File: config.mk
export PLATFORM = sky130hd
export DESIGN_NAME = lcrd_ctrl
export DESIGN_NICKNAME = d
export VERILOG_FILES = /design/src/inc/lcrd_pkg.sv /design/src/hdl/lcrd_ctrl.sv
export SDC_FILE = /design/constraint.sdc
export NUM_CORES = 1
export LEC_CHECK = 0
export ABC_AREA = 1
export CORE_ASPECT_RATIO = 1.25
export CORE_MARGIN = 5
export CORE_UTILIZATION = 50
export CTS_CLUSTER_SIZE = 14
export DETAILED_ROUTE_END_ITERATION = 16
export DONT_BUFFER_PORTS = 1
export SYNTH_ARGS = -nofsm -noshare
export SYNTH_HDL_FRONTEND = slang
export SYNTH_SLANG_ARGS = --single-unit
File: constraint.sdc
create_clock -name pclk -period 109.7 [get_ports pclk]
set_input_delay 32.91 -clock pclk [delete_from_list [all_inputs] [get_ports pclk]]
set_output_delay 32.91 -clock pclk [all_outputs]
set_load 0.01 [all_outputs]
File: src/inc/lcrd_pkg.sv
// Package: register map, field layouts and timing constants of the light control range/disable block
package lcrd_pkg;

    // ------------------------------------------------------------------
    // Register offsets (byte addresses)
    // ------------------------------------------------------------------
    localparam logic [7:0] LCRD_OFF_CFG      = 8'h00; // Dynamic and reaction options
    localparam logic [7:0] LCRD_OFF_SETPOINT = 8'h04; // Setpoint in lux
    localparam logic [7:0] LCRD_OFF_MAXILL   = 8'h08; // User max illuminance
    localparam logic [7:0] LCRD_OFF_LOWTH    = 8'h0C; // User lower threshold
    localparam logic [7:0] LCRD_OFF_CMD      = 8'h10; // Disable command, inputs
    localparam logic [7:0] LCRD_OFF_STATUS   = 8'h14; // Block state
    localparam logic [7:0] LCRD_OFF_EFFECT   = 8'h18; // Effective range values
    localparam logic [7:0] LCRD_OFF_BRIGHT   = 8'h1C; // Measured brightness
    localparam logic [7:0] LCRD_OFF_EXTRA    = 8'h20; // Extra step-down wait, seconds

    // ------------------------------------------------------------------
    // Field positions of the configuration register
    // ------------------------------------------------------------------
    localparam int LCRD_CFG_USERDYN  = 0;  // 1: user-defined dynamic
    localparam int LCRD_CFG_START_LO = 1;  // 2 bits: start reaction
    localparam int LCRD_CFG_END_LO   = 3;  // 2 bits: end reaction
    localparam int LCRD_CFG_COMBINED = 5;  // 1: disable taken from block one
    localparam int LCRD_CFG_FORCE    = 6;  // force disable bit; read only at the first edge after reset, when it is still 0
    localparam int LCRD_CFG_STAT_EN  = 7;  // 1: status output enabled
    localparam int LCRD_CFG_STAT_TX  = 8;  // 1: transmit status on change
    localparam int LCRD_CFG_SWMASK   = 9;  // 3 bits: start telegram switch values

    // Reset values
    localparam logic [31:0] LCRD_CFG_RST      = 32'h0000_0000;
    localparam logic [10:0] LCRD_SETPOINT_RST = 11'h1F4;  // 500 lux
    localparam logic [10:0] LCRD_MAXILL_RST   = 11'h258;  // 600 lux
    localparam logic [10:0] LCRD_LOWTH_RST    = 11'h000;
    localparam logic [7:0]  LCRD_EXTRA_RST    = 8'h00;

    // Lux limits
    localparam logic [10:0] LCRD_STD_SP_MIN  = 11'h014;  // 20
    localparam logic [10:0] LCRD_STD_SP_MAX  = 11'h3E8;  // 1000
    localparam logic [10:0] LCRD_STD_SP_STEP = 11'h032;  // 50
    localparam logic [10:0] LCRD_USR_MIN     = 11'h00A;  // 10
    localparam logic [10:0] LCRD_USR_MAX     = 11'h7D0;  // 2000

    // ------------------------------------------------------------------
    // Timing
    // ------------------------------------------------------------------
    localparam int LCRD_CLK_HZ        = 10_000_000;
    localparam int LCRD_STEPDOWN_S    = 10;        // Fixed step-down wait
    localparam int LCRD_TICK_CYC      = LCRD_CLK_HZ; // One second of pclk
    localparam int LCRD_TX_GAP_CYC    = 8;         // Normal telegram spacing
    localparam int LCRD_TX_GAP_FAST   = 2;         // Spacing below threshold

    // Reaction encodings
    typedef enum logic [1:0] {
        LCRD_START_SILENT = 2'b00,
        LCRD_START_SEND   = 2'b01,
        LCRD_START_STEP   = 2'b10
    } lcrd_start_t;

    typedef enum logic [1:0] {
        LCRD_END_SILENT  = 2'b00,
        LCRD_END_OFF     = 2'b01,
        LCRD_END_STARTUP = 2'b10
    } lcrd_end_t;

    // Outgoing telegram towards the bus
    typedef struct packed {
        logic       valid;
        logic [1:0] chan;
        logic       is_value;  // 1: brightness value, 0: switch
        logic [7:0] data;
    } lcrd_tel_t;

    // Effective range parameters
    typedef struct packed {
        logic [10:0] max_ill;
        logic [10:0] low_th;
    } lcrd_range_t;

endpackage : lcrd_pkg

File: src/hdl/lcrd_ctrl.sv
// Light control brightness range derivation and disable state machine with APB registers
`timescale 1ns/100ps

module lcrd_ctrl #(
    parameter int NCHAN    = 3,
    parameter int TICK_CYC = lcrd_pkg::LCRD_TICK_CYC
) (
    input  wire logic               pclk,
    input  wire logic               presetn,
    input  wire logic               psel,
    input  wire logic               penable,
    input  wire logic               pwrite,
    input  wire logic [7:0]         paddr,
    input  wire logic [31:0]        pwdata,
    output logic      [31:0]        prdata,
    output logic                    pready,
    output logic                    pslverr,
    input  wire logic               superimposed,
    input  wire logic               presence_in,
    output lcrd_pkg::lcrd_tel_t     tel,
    output logic                    disable_status,
    output logic                    status_tx,
    output logic                    lc_active,
    output logic                    presence_int,
    output logic                    startup_req,
    output logic [7:0]              startup_out,
    output logic [7:0]              step_size,
    output logic                    step_due
);
    import lcrd_pkg::*;

    typedef enum {
        LCRD_ST_ENABLED,
        LCRD_ST_SEND,
        LCRD_ST_STEPDOWN,
        LCRD_ST_DISABLED,
        LCRD_ST_ENDOFF
    } lcrd_state_t;

    // ------------------------------------------------------------------
    // Registers
    // ------------------------------------------------------------------
    logic [31:0] cfg;
    logic [10:0] setpoint;
    logic [10:0] max_user;
    logic [10:0] low_user;
    logic [7:0]  extra_s;
    logic        dis_own;
    logic        dis_fb1;
    logic [10:0] bright;
    logic [7:0]  start_val [NCHAN];
    lcrd_state_t state;
    logic [1:0]  chan_cnt;
    logic [23:0] tick_cnt;
    logic [8:0]  sec_cnt;
    logic [3:0]  gap_cnt;
    logic        dis_q;
    logic        stat_q;
    logic        sp_err;
    logic        pres_s1;
    logic        pres_s2;
    logic        sup_s1;
    logic        sup_s2;

    // ------------------------------------------------------------------
    // Bus decode
    // ------------------------------------------------------------------
    wire bus_wr   = psel && penable && pwrite;
    wire bus_rd   = psel && !penable && !pwrite;
    wire hit_cfg  = paddr == LCRD_OFF_CFG;
    wire hit_sp   = paddr == LCRD_OFF_SETPOINT;
    wire hit_max  = paddr == LCRD_OFF_MAXILL;
    wire hit_low  = paddr == LCRD_OFF_LOWTH;
    wire hit_cmd  = paddr == LCRD_OFF_CMD;
    wire hit_st   = paddr == LCRD_OFF_STATUS;
    wire hit_eff  = paddr == LCRD_OFF_EFFECT;
    wire hit_br   = paddr == LCRD_OFF_BRIGHT;
    wire hit_ext  = paddr == LCRD_OFF_EXTRA;
    wire hit_val  = paddr[7:4] == 4'h3 && paddr[1:0] == 2'b00 && 32'(paddr[3:2]) < NCHAN;
    wire mapped   = hit_cfg | hit_sp | hit_max | hit_low | hit_cmd | hit_st
                  | hit_eff | hit_br | hit_ext | hit_val;

    // ------------------------------------------------------------------
    // Setpoint acceptance
    // ------------------------------------------------------------------
    wire         user_dyn = cfg[LCRD_CFG_USERDYN];
    wire [10:0]  wsp      = pwdata[10:0];
    wire [10:0]  sp_rem   = wsp % LCRD_STD_SP_STEP;
    wire         sp_std_ok = wsp >= LCRD_STD_SP_MIN && wsp <= LCRD_STD_SP_MAX
                          && (wsp < LCRD_STD_SP_STEP || sp_rem == 11'h000);
    wire         sp_usr_ok = wsp >= LCRD_USR_MIN && wsp <= LCRD_USR_MAX;
    wire         sp_ok     = user_dyn ? sp_usr_ok : sp_std_ok;
    wire         max_ok    = wsp >= LCRD_USR_MIN && wsp <= LCRD_USR_MAX;
    wire         low_ok    = wsp <= LCRD_USR_MAX;

    // ------------------------------------------------------------------
    // Effective range: 1.2 x setpoint is 6/5, kept exact in 14 bits
    // ------------------------------------------------------------------
    wire [13:0]  sp_x6    = 14'(setpoint) * 14'h0006;
    wire [10:0]  max_std  = 11'(sp_x6 / 14'h0005);
    lcrd_range_t range;
    assign range.max_ill  = user_dyn ? max_user : max_std;
    assign range.low_th   = user_dyn ? low_user : LCRD_LOWTH_RST;

    // Control characteristics derived from the range
    wire         below_th = bright < range.low_th;
    wire [10:0]  gap_lux  = bright < setpoint ? setpoint - bright : bright - setpoint;
    // Divisor guard only for a zero maximum; only a setpoint of 1707 under standard dynamic reaches it, as max_std wraps to 0
    wire [10:0]  div_ill  = range.max_ill == 11'h000 ? 11'h001 : range.max_ill;
    wire [18:0]  gap_sc   = {gap_lux, 8'h00} / {8'h00, div_ill};
    wire [7:0]   next_step = gap_sc > 19'h0000FF ? 8'hFF : gap_sc[7:0];
    wire [18:0]  su_sc    = {setpoint, 8'h00} / {8'h00, div_ill};
    wire [7:0]   next_su  = su_sc > 19'h0000FF ? 8'hFF : su_sc[7:0];
    wire [3:0]   gap_lim  = below_th ? 4'(LCRD_TX_GAP_FAST) : 4'(LCRD_TX_GAP_CYC);

    // ------------------------------------------------------------------
    // Disable source and change detection
    // ------------------------------------------------------------------
    wire         dis_cmd  = cfg[LCRD_CFG_COMBINED] ? dis_fb1 : dis_own;
    wire         dis_rise = dis_cmd && !dis_q;
    wire         dis_fall = !dis_cmd && dis_q;
    wire         start_sel_send = cfg[LCRD_CFG_START_LO +: 2] == LCRD_START_SEND;
    wire         start_sel_step = cfg[LCRD_CFG_START_LO +: 2] == LCRD_START_STEP;
    wire [1:0]   end_sel  = cfg[LCRD_CFG_END_LO +: 2];
    wire         tick     = tick_cnt == 24'(TICK_CYC - 1);
    wire [8:0]   wait_s   = 9'(LCRD_STEPDOWN_S) + {1'b0, extra_s};
    wire         next_stat = cfg[LCRD_CFG_STAT_EN] && (dis_cmd || sup_s2);
    wire         last_ch  = 32'(chan_cnt) == NCHAN - 1;

    // ------------------------------------------------------------------
    // Register writes; a write of the current disable value changes nothing
    // ------------------------------------------------------------------
    always_ff @(posedge pclk or negedge presetn) begin
        if (!presetn) begin
            cfg      <= LCRD_CFG_RST;
            setpoint <= LCRD_SETPOINT_RST;
            max_user <= LCRD_MAXILL_RST;
            low_user <= LCRD_LOWTH_RST;
            extra_s  <= LCRD_EXTRA_RST;
            dis_own  <= 1'b0;
            dis_fb1  <= 1'b0;
            bright   <= 11'h000;
            sp_err   <= 1'b0;
        end else if (bus_wr) begin
            if (hit_cfg) cfg <= pwdata;
            if (hit_sp) begin
                if (sp_ok) setpoint <= wsp;
                sp_err <= !sp_ok;
            end
            if (hit_max && max_ok && user_dyn) max_user <= wsp;
            if (hit_low && low_ok && user_dyn) low_user <= wsp;
            if (hit_ext) extra_s <= pwdata[7:0];
            if (hit_br)  bright  <= wsp;
            if (hit_cmd) begin
                dis_own <= pwdata[0];
                dis_fb1 <= pwdata[1];
            end
        end
    end

    // Start telegram values per channel, one register each
    generate
        for (genvar g = 0; g < NCHAN; g++) begin : g_val
            always_ff @(posedge pclk or negedge presetn) begin
                if (!presetn) start_val[g] <= 8'h00;
                else if (bus_wr && hit_val && 32'(paddr[3:2]) == g) start_val[g] <= pwdata[7:0];
            end
        end
    endgenerate

    // ------------------------------------------------------------------
    // Input synchronisers for pins from outside
    // ------------------------------------------------------------------
    always_ff @(posedge pclk or negedge presetn) begin
        if (!presetn) begin
            pres_s1 <= 1'b0;
            pres_s2 <= 1'b0;
            sup_s1  <= 1'b0;
            sup_s2  <= 1'b0;
        end else begin
            pres_s1 <= presence_in;
            pres_s2 <= pres_s1;
            sup_s1  <= superimposed;
            sup_s2  <= sup_s1;
        end
    end

    // ------------------------------------------------------------------
    // Forced disable is tested only at the first edge after release, while cfg still holds its reset value 0, so it never applies
    // ------------------------------------------------------------------
    logic boot;
    always_ff @(posedge pclk or negedge presetn) begin
        if (!presetn) boot <= 1'b1;
        else          boot <= 1'b0;
    end

    // ------------------------------------------------------------------
    // Disable state machine
    // ------------------------------------------------------------------
    always_ff @(posedge pclk or negedge presetn) begin
        if (!presetn) begin
            state        <= LCRD_ST_ENABLED;
            dis_q        <= 1'b0;
            chan_cnt     <= 2'b00;
            tick_cnt     <= 24'h000000;
            sec_cnt      <= 9'h000;
            tel          <= '0;
            presence_int <= 1'b0;
            startup_req  <= 1'b0;
        end else begin
            tel.valid   <= 1'b0;
            startup_req <= 1'b0;
            dis_q       <= dis_cmd || (boot && cfg[LCRD_CFG_FORCE]);
            // Restart the second count at disabling so the wait is whole seconds
            tick_cnt    <= (tick || dis_rise) ? 24'h000000 : tick_cnt + 24'h000001;
            if (boot && cfg[LCRD_CFG_FORCE]) begin
                state <= LCRD_ST_DISABLED;
            end else if (dis_fall) begin
                // Abort any reaction and apply the end reaction; presence cleared except on startup
                presence_int <= 1'b0;
                chan_cnt     <= 2'b00;
                unique case (end_sel)
                    LCRD_END_OFF: state <= LCRD_ST_ENDOFF;
                    LCRD_END_STARTUP: begin
                        presence_int <= 1'b1;
                        startup_req  <= bright < setpoint;
                        state        <= LCRD_ST_ENABLED;
                    end
                    default: state <= LCRD_ST_ENABLED;
                endcase
            end else if (dis_rise) begin
                chan_cnt <= 2'b00;
                sec_cnt  <= 9'h000;
                if (start_sel_send)      state <= LCRD_ST_SEND;
                else if (start_sel_step) state <= LCRD_ST_STEPDOWN;
                else                     state <= LCRD_ST_DISABLED;
            end else begin
                unique case (state)
                    LCRD_ST_SEND: begin
                        tel.valid    <= 1'b1;
                        tel.chan     <= chan_cnt;
                        tel.is_value <= !cfg[LCRD_CFG_SWMASK + 32'(chan_cnt)];
                        tel.data     <= start_val[chan_cnt];
                        chan_cnt     <= chan_cnt + 2'b01;
                        if (last_ch) state <= LCRD_ST_DISABLED;
                    end
                    LCRD_ST_STEPDOWN: begin
                        // Presence is not looked at while waiting
                        if (tick) sec_cnt <= sec_cnt + 9'h001;
                        if (tick && sec_cnt + 9'h001 >= wait_s) begin
                            tel.valid    <= 1'b1;
                            tel.chan     <= 2'b00;
                            tel.is_value <= 1'b0;
                            tel.data     <= 8'h00;
                            state        <= LCRD_ST_DISABLED;
                        end
                    end
                    LCRD_ST_ENDOFF: begin
                        tel.valid    <= 1'b1;
                        tel.chan     <= chan_cnt;
                        tel.is_value <= 1'b0;
                        tel.data     <= 8'h00;
                        chan_cnt     <= chan_cnt + 2'b01;
                        if (last_ch) state <= LCRD_ST_ENABLED;
                    end
                    LCRD_ST_ENABLED: begin
                        // Presence restarts control from measured brightness
                        if (pres_s2 && !presence_int) startup_req <= bright < setpoint;
                        presence_int <= presence_int | pres_s2;
                    end
                    LCRD_ST_DISABLED: ;
                endcase
            end
        end
    end

    // ------------------------------------------------------------------
    // Control pacing and derived outputs; pacing idle when disabled
    // ------------------------------------------------------------------
    always_ff @(posedge pclk or negedge presetn) begin
        if (!presetn) begin
            gap_cnt     <= 4'h0;
            step_due    <= 1'b0;
            step_size   <= 8'h00;
            startup_out <= 8'h00;
            lc_active   <= 1'b0;
        end else begin
            lc_active   <= state == LCRD_ST_ENABLED && !dis_cmd && !sup_s2;
            step_size   <= next_step;
            startup_out <= next_su;
            step_due    <= lc_active && gap_cnt >= gap_lim;
            gap_cnt     <= (!lc_active || gap_cnt >= gap_lim) ? 4'h0 : gap_cnt + 4'h1;
        end
    end

    // ------------------------------------------------------------------
    // Disable status and its transmission on change
    // ------------------------------------------------------------------
    always_ff @(posedge pclk or negedge presetn) begin
        if (!presetn) begin
            stat_q         <= 1'b0;
            disable_status <= 1'b0;
            status_tx      <= 1'b0;
        end else begin
            stat_q         <= next_stat;
            disable_status <= next_stat;
            status_tx      <= cfg[LCRD_CFG_STAT_TX] && next_stat != stat_q;
        end
    end

    // ------------------------------------------------------------------
    // APB read data, one wait-free access phase; unmapped answers an error
    // ------------------------------------------------------------------
    logic [31:0] next_rd;
    always_comb begin
        next_rd = 32'h0000_0000;
        if (hit_cfg) next_rd = cfg;
        if (hit_sp)  next_rd = {20'h00000, sp_err, setpoint};
        if (hit_max) next_rd = {21'h000000, max_user};
        if (hit_low) next_rd = {21'h000000, low_user};
        if (hit_cmd) next_rd = {30'h00000000, dis_fb1, dis_own};
        if (hit_st)  next_rd = {24'h000000, 3'(state), presence_int, sup_s2, lc_active,
                                 dis_q, disable_status};
        if (hit_eff) next_rd = {5'h00, range.low_th, 5'h00, range.max_ill};
        if (hit_br)  next_rd = {21'h000000, bright};
        if (hit_ext) next_rd = {24'h000000, extra_s};
        if (hit_val) next_rd = {24'h000000, start_val[paddr[3:2]]};
    end

    always_ff @(posedge pclk or negedge presetn) begin
        if (!presetn) begin
            prdata  <= 32'h0000_0000;
            pready  <= 1'b0;
            pslverr <= 1'b0;
        end else begin
            if (psel && !penable) prdata <= bus_rd ? next_rd : 32'h0000_0000;
            pready  <= psel && !penable;
            pslverr <= psel && !penable && !mapped;
        end
    end

endmodule : lcrd_ctrl

; Word level (Yosys, flattened, before mapping)
; Index checks and enable logic that the tools add are counted.
[classes]
bitwise = 15
n_eq_ne = 26
n_reduce_logical = 70
n_div = 4
magnitude_cmp = 15
mux = 61
n_addsub = 8
multipliers = 1
[op_table]
columns = cell, n
row1 = two-way mux 32 bit, 17
row2 = case mux 32 bit (3 select lines), 1
row3 = logical NOT 32 bit, 2
row4 = two-way mux 12 bit, 4
row5 = two-way mux 8 bit, 6
row6 = two-way mux 11 bit, 4
row7 = divider 19 x 11 -> 19 bit, 2
row8 = greater-than comparator 19 x 8 -> 1 bit (second input constant), 2
row9 = case mux 12 bit (3 select lines), 1
row10 = binary-select mux 8 bit (select 2 bit), 2
row11 = == test 32 x 1 -> 1 bit (second input constant), 1
row12 = == test 32 x 2 -> 1 bit (second input constant), 1
row13 = == test 32 x 3 -> 1 bit (second input constant), 1
row14 = == test 8 x 5 -> 1 bit (second input constant), 4
row15 = logical AND 1 bit, 28
row16 = two-way mux 9 bit, 3
row17 = adder 24 x 1 -> 24 bit (second input constant), 1
row18 = == test 24 bit (second input constant), 1
row19 = two-way mux 24 bit, 1
row20 = logical NOT 11 bit, 2
row21 = < comparator 11 bit, 2
row22 = subtractor 11 bit, 2
row23 = == test 8 x 4 -> 1 bit (second input constant), 2
row24 = AND reduction 2 bit, 8
row25 = other kinds (46), 102
[totals]
out_inout_bits = 68
reg_bits = 256
wordCells = 238

; Longest topological paths before layout
[depth]
depth_word = 12
depth_mapped = 338
mapped_depth_nobuf = 323

; Worst setup path before layout
; Ideal clock, no wire load.
[synth_timing]
kind = reg-to-reg
start = reg setpoint[1]
end = reg startup_out[0]
path_buffers = 15
setup_time_ps = 119
period_less_slack_ps = 40635
slack_ps = 69065
t_arrival_ps = 40517
required_time_ps = 109581
path_stages_with_launch = 308
cell_sequence = dfrtp_1 ha_1 fa_1 nand2_1 nand3_1 nand3_1 nand2_1 or2_1 nand2_2 nand3_1 nand2_2 nand2_1 nand2_1 nand3_2 nand2_2 nand3_1 nand2_2 nand2_2 [... 272 more ...] a21oi_2 nand3_4 inv_4 buf_6 o21ai_1 ha_1 a21oi_1 nor2_1 a211oi_1 nor3_1 nor2_1 nand4_1 a21oi_1 nand4_1 a21oi_1 nand2_1 nor2_1 nand2_1
[synth_between]
elab_chain_len = 8
[synth_rtl]
columns = element, line
row1 = from (decl), lcrd_ctrl.sv:44  ; logic [10:0] setpoint;
row2 = from (signal assigned), lcrd_ctrl.sv:147  ; if (sp_ok) setpoint <= wsp;
row3 = multiplier 11 x 2 -> 13 bit, lcrd_ctrl.sv:99  ; wire [13:0] sp_x6 = 14'(setpoint) * 14'h0006;
row4 = divider 14 x 3 -> 14 bit, lcrd_ctrl.sv:100  ; wire [10:0] max_std = 11'(sp_x6 / 14'h0005);
row5 = two-way mux 11 bit, lcrd_ctrl.sv:102  ; assign range.max_ill = user_dyn ? max_user : max_std;
row6 = logical NOT 11 bit, lcrd_ctrl.sv:109  ; wire [10:0] div_ill = range.max_ill == 11'h000 ? 11'h001 : range.max_ill;
row7 = two-way mux 11 bit, lcrd_ctrl.sv:109
row8 = divider 19 x 11 -> 19 bit *, lcrd_ctrl.sv:112  ; wire [18:0] su_sc = {setpoint, 8'h00} / {8'h00, div_ill};
row9 = greater-than comparator 19 x 8 -> 1 bit, lcrd_ctrl.sv:113  ; wire [7:0] next_su = su_sc > 19'h0000FF ? 8'hFF : su_sc[7:0];
row10 = two-way mux 8 bit *, lcrd_ctrl.sv:113
row11 = net next_su[0], lcrd_ctrl.sv:113
row12 = to (signal assigned), lcrd_ctrl.sv:290  ; startup_out <= next_su;
row13 = to (decl), lcrd_ctrl.sv:26  ; output logic [7:0] startup_out,
; Mark *: on every way through the listed nets, which the timed path passes. The rest lies on a longest branch.
; A chain may end at the register's enable or synchronous reset.

; Final worst setup path
[layout_timing]
start = reg setpoint[2]
end = reg startup_out[0]
; Same word-level chain as after synthesis.

==> impl_metrics.py <==
metrics = {
    "grt": {
        "grt_max_degree": 228,
        "grt_pass1_wl_mm": 146,
        "overflow": 0,
        "track_usage_pct": 27.1,
        "grt_pass1_vias": 27800,
        "antenna_found_initial": 0,
    },
    "sta": {
        "hold_ws_ps": 350,
        "final.setup.tns_ps": 0,
        "report.final.hold_viol_count": 0,
        "tightest_slew_ps": 1050,
        "min_period_ps": 46650,
        "fmaxAchievable_mhz": 21.4,
        "skew_ps": 12.9,
        "min_period_over_period_pct": 42.5,
        "drv_slew": 0,
        "rsz0062_at_grt": "false",
        "setup_viol": 0,
        "relSlewSlack_pct": 30.1,
    },
    "drt": {
        "antenna_left": 0,
        "vias_per_cell": 5.52,
        "drc": 0,
        "avgRoutedWirePerCell_um": 17.4,
        "vias": 29100,
        "routed_wl_mm": 91.8,
        "drt_iter0_markers": 1601,
        "dr.pass1.iters": 5,
    },
    "place": {
        "dpl_cell_area_sq_um": 30900,
        "place_congestion": 0.984,
        "port_buffers": 0,
        "place_hpwl_mm": 71.7,
    },
    "setup_path": {
        "endpoint_kind": "register",
        "critPathKind": "reg2reg",
        "cpPeakStageDelay_ps": 780,
        "critPathLaunchType": "register",
        "cp_data_arrival_time_ps": 47110,
        "crit_top_cell": "nand2_1",
        "cp_top_family": "compound AO/OA/AOI/OAI gates",
        "critPathRequiredTime_ps": 110160,
        "crit_fanout": 35,
        "critPathSlowestCell": "nor2_1",
        "crit_buf_inv": 51,
    },
    "floorplanning": {
        "core_area_sq_um": 59600,
        "boundaryPins": 115,
        "die_x_um": 229,
        "start_util_pct": 50.3,
        "die_h_um": 284,
        "die-area_sq_um": 65000,
        "placementRows": 100,
    },
    "yosys": {
        "synthArstFlopShare_pct": 100,
        "synth-seq-cells": 227,
        "yosysUniqueCellTypes": 79,
        "synth-main-ff-cell": "dfrtp_1",
        "yosys_warnings": 0,
        "avgSynthCellArea_sq_um": 6.65,
        "synth_edf_count": 0,
        "yosysSeqAreaShare_pct": 19.0,
        "syn_nets": 4933,
        "synthCells": 4508,
        "syn_area_sq_um": 30000,
    },
    "clocking": {
        "clk_latency_ps": 580,
        "path_clk_slew_ps": 70,
        "cts_hold_buf": 0,
        "cts-htree-levels": 1,
        "cts_tree": "built",
        "cts_root_buf": "clkbuf_16",
        "clockBufferDepth": 3,
        "cts_sinks": 227,
        "postCtsSetupBuffers": 0,
        "cts_resized": 0,
        "cts_buffers": 26,
    },
    "layout": {
        "post-route-cell-area_sq_um": 31800,
        "finalNetCount": 4905,
        "fin_util_pct": 53.4,
        "final_common_cell": "nand2_1",
        "layout-drive-gt1-share_pct": 7.76,
        "area_growth_pct": 6.04,
        "final_cell_mix": "nand2_1, inv_1, ha_1",
    },
    "outcome": {
        "status": "completed",
    },
    "run": {
        "maxCapViolations": 0,
    },
    "hold_path": {
        "hold_class": "reg2reg",
    },
}
area by class of cell:
type | count | area, sq um
diodes | 1 | 2.50
clock buffers | 34 | 741
clock inverters | 14 | 199
fillers | 6040 | 27800
inverters | 592 | 2230
multi-input cells | 3603 | 21700
flip-flops and latches | 227 | 5690
well taps | 765 | 957
repair buffers | 30 | 225
flip-flops by register name, summed over array words and instances (netlist names), 9 cells and up:
name,cells
tel,12
low_user,11
max_user,11
start_val,24
setpoint,11
prdata,32
bright,11
tick_cnt,24
cfg,32
sec_cnt,9
through the flow:
step                      cells  setup WS (ps)
final                      5266          63050
after global routing       5265          57130
after floorplan            4508          69060
after detailed placement   5217          63050
after global placement     5217          63020
after CTS                  5265          62900
worst paths after layout:
check                                            to                    start  slack [ps]  depth (start not counted)
min                               pres_s2$_DFF_PN0_        pres_s1$_DFF_PN0_         350                          0
max in group asynchronous  startup_out[7]$_DFF_PN0_                  presetn       77150                          0
min reg2reg                       pres_s2$_DFF_PN0_        pres_s1$_DFF_PN0_         350                          0
min in group asynchronous       lc_active$_DFF_PN0_                  presetn       32050                          0
max                        startup_out[0]$_DFF_PN0_  setpoint[2]$_DFFE_PN1P_       63050                        291
max reg2reg                startup_out[0]$_DFF_PN0_  setpoint[2]$_DFFE_PN1P_       63050                        291
kinds of logic (layout without fill, tap and decap cells):
logic type                 count (synthesis)  count (layout)  share of synthesized area (%)
xor gates and xnor gates                 248             248                           7.24
DFF                                      227             227                           19.0
adders and majority gates                378             378                           15.9
muxes                                     18              18                          0.664
AOI/OAI and AO/OA                        949             949                           18.3
and+or+nand+nor                         2009            2009                           30.1
buffers and inverters                    678             670                           8.82
other                                      1               2                         0.0125
cell usage after synthesis, drive strengths merged, types with 3 or more instances:
master | instances | share of area, %
nand4 | 53 | 1.1
dfrtp | 216 | 18
a21boi | 4 | 0.11
a2bb2oi | 3 | 0.088
nand2 | 1151 | 15
nor3 | 60 | 1.1
buf | 21 | 0.52
a221oi | 15 | 0.44
o41ai | 3 | 0.088
inv | 574 | 7.2
o311ai | 3 | 0.088
mux2i | 3 | 0.10
mux2 | 15 | 0.56
nand3 | 322 | 6.1
xnor2 | 108 | 3.2
a32o | 9 | 0.30
o21bai | 36 | 0.91
ha | 373 | 16
a22oi | 4 | 0.10
nor2 | 342 | 4.7
dfstp | 11 | 0.96
o22ai | 12 | 0.25
nor4 | 11 | 0.23
fa | 5 | 0.33
clkbuf | 65 | 0.86
o2111ai | 7 | 0.20
o21a | 13 | 0.33
and2 | 4 | 0.083
o31ai | 25 | 0.64
a21oi | 285 | 4.8
or2 | 45 | 0.94
a22o | 10 | 0.29
o211ai | 17 | 0.43
o221ai | 12 | 0.35
nand3b | 14 | 0.35
a31oi | 10 | 0.21
a211oi | 11 | 0.29
a21o | 32 | 0.80
o21ai | 432 | 7.4
clkinv | 18 | 0.23
xor2 | 140 | 4.1
layer usage:
metal  share of wire, %  routed length [um]  vias up  track usage (%)
li1                   -                   -    15000                -
met2                 51               46400      570             50.9
met3                3.4                3120      205             2.51
met1                 41               37800    13300             31.5
met5                  0                   0        -                0
met4                4.9                4490        0             11.2
worst register-to-register path, delay by kind of cell (launching register included):
family	cells	cell delay, ps
simple gates	134	16290
buf+inv	51	6740
flops	1	650
compound gates	86	16350
fa+ha+maj	20	6550
Power is left out: the tool's default activity adds up to more than one toggle a clock period on the data nets, which glitch-free logic cannot reach.
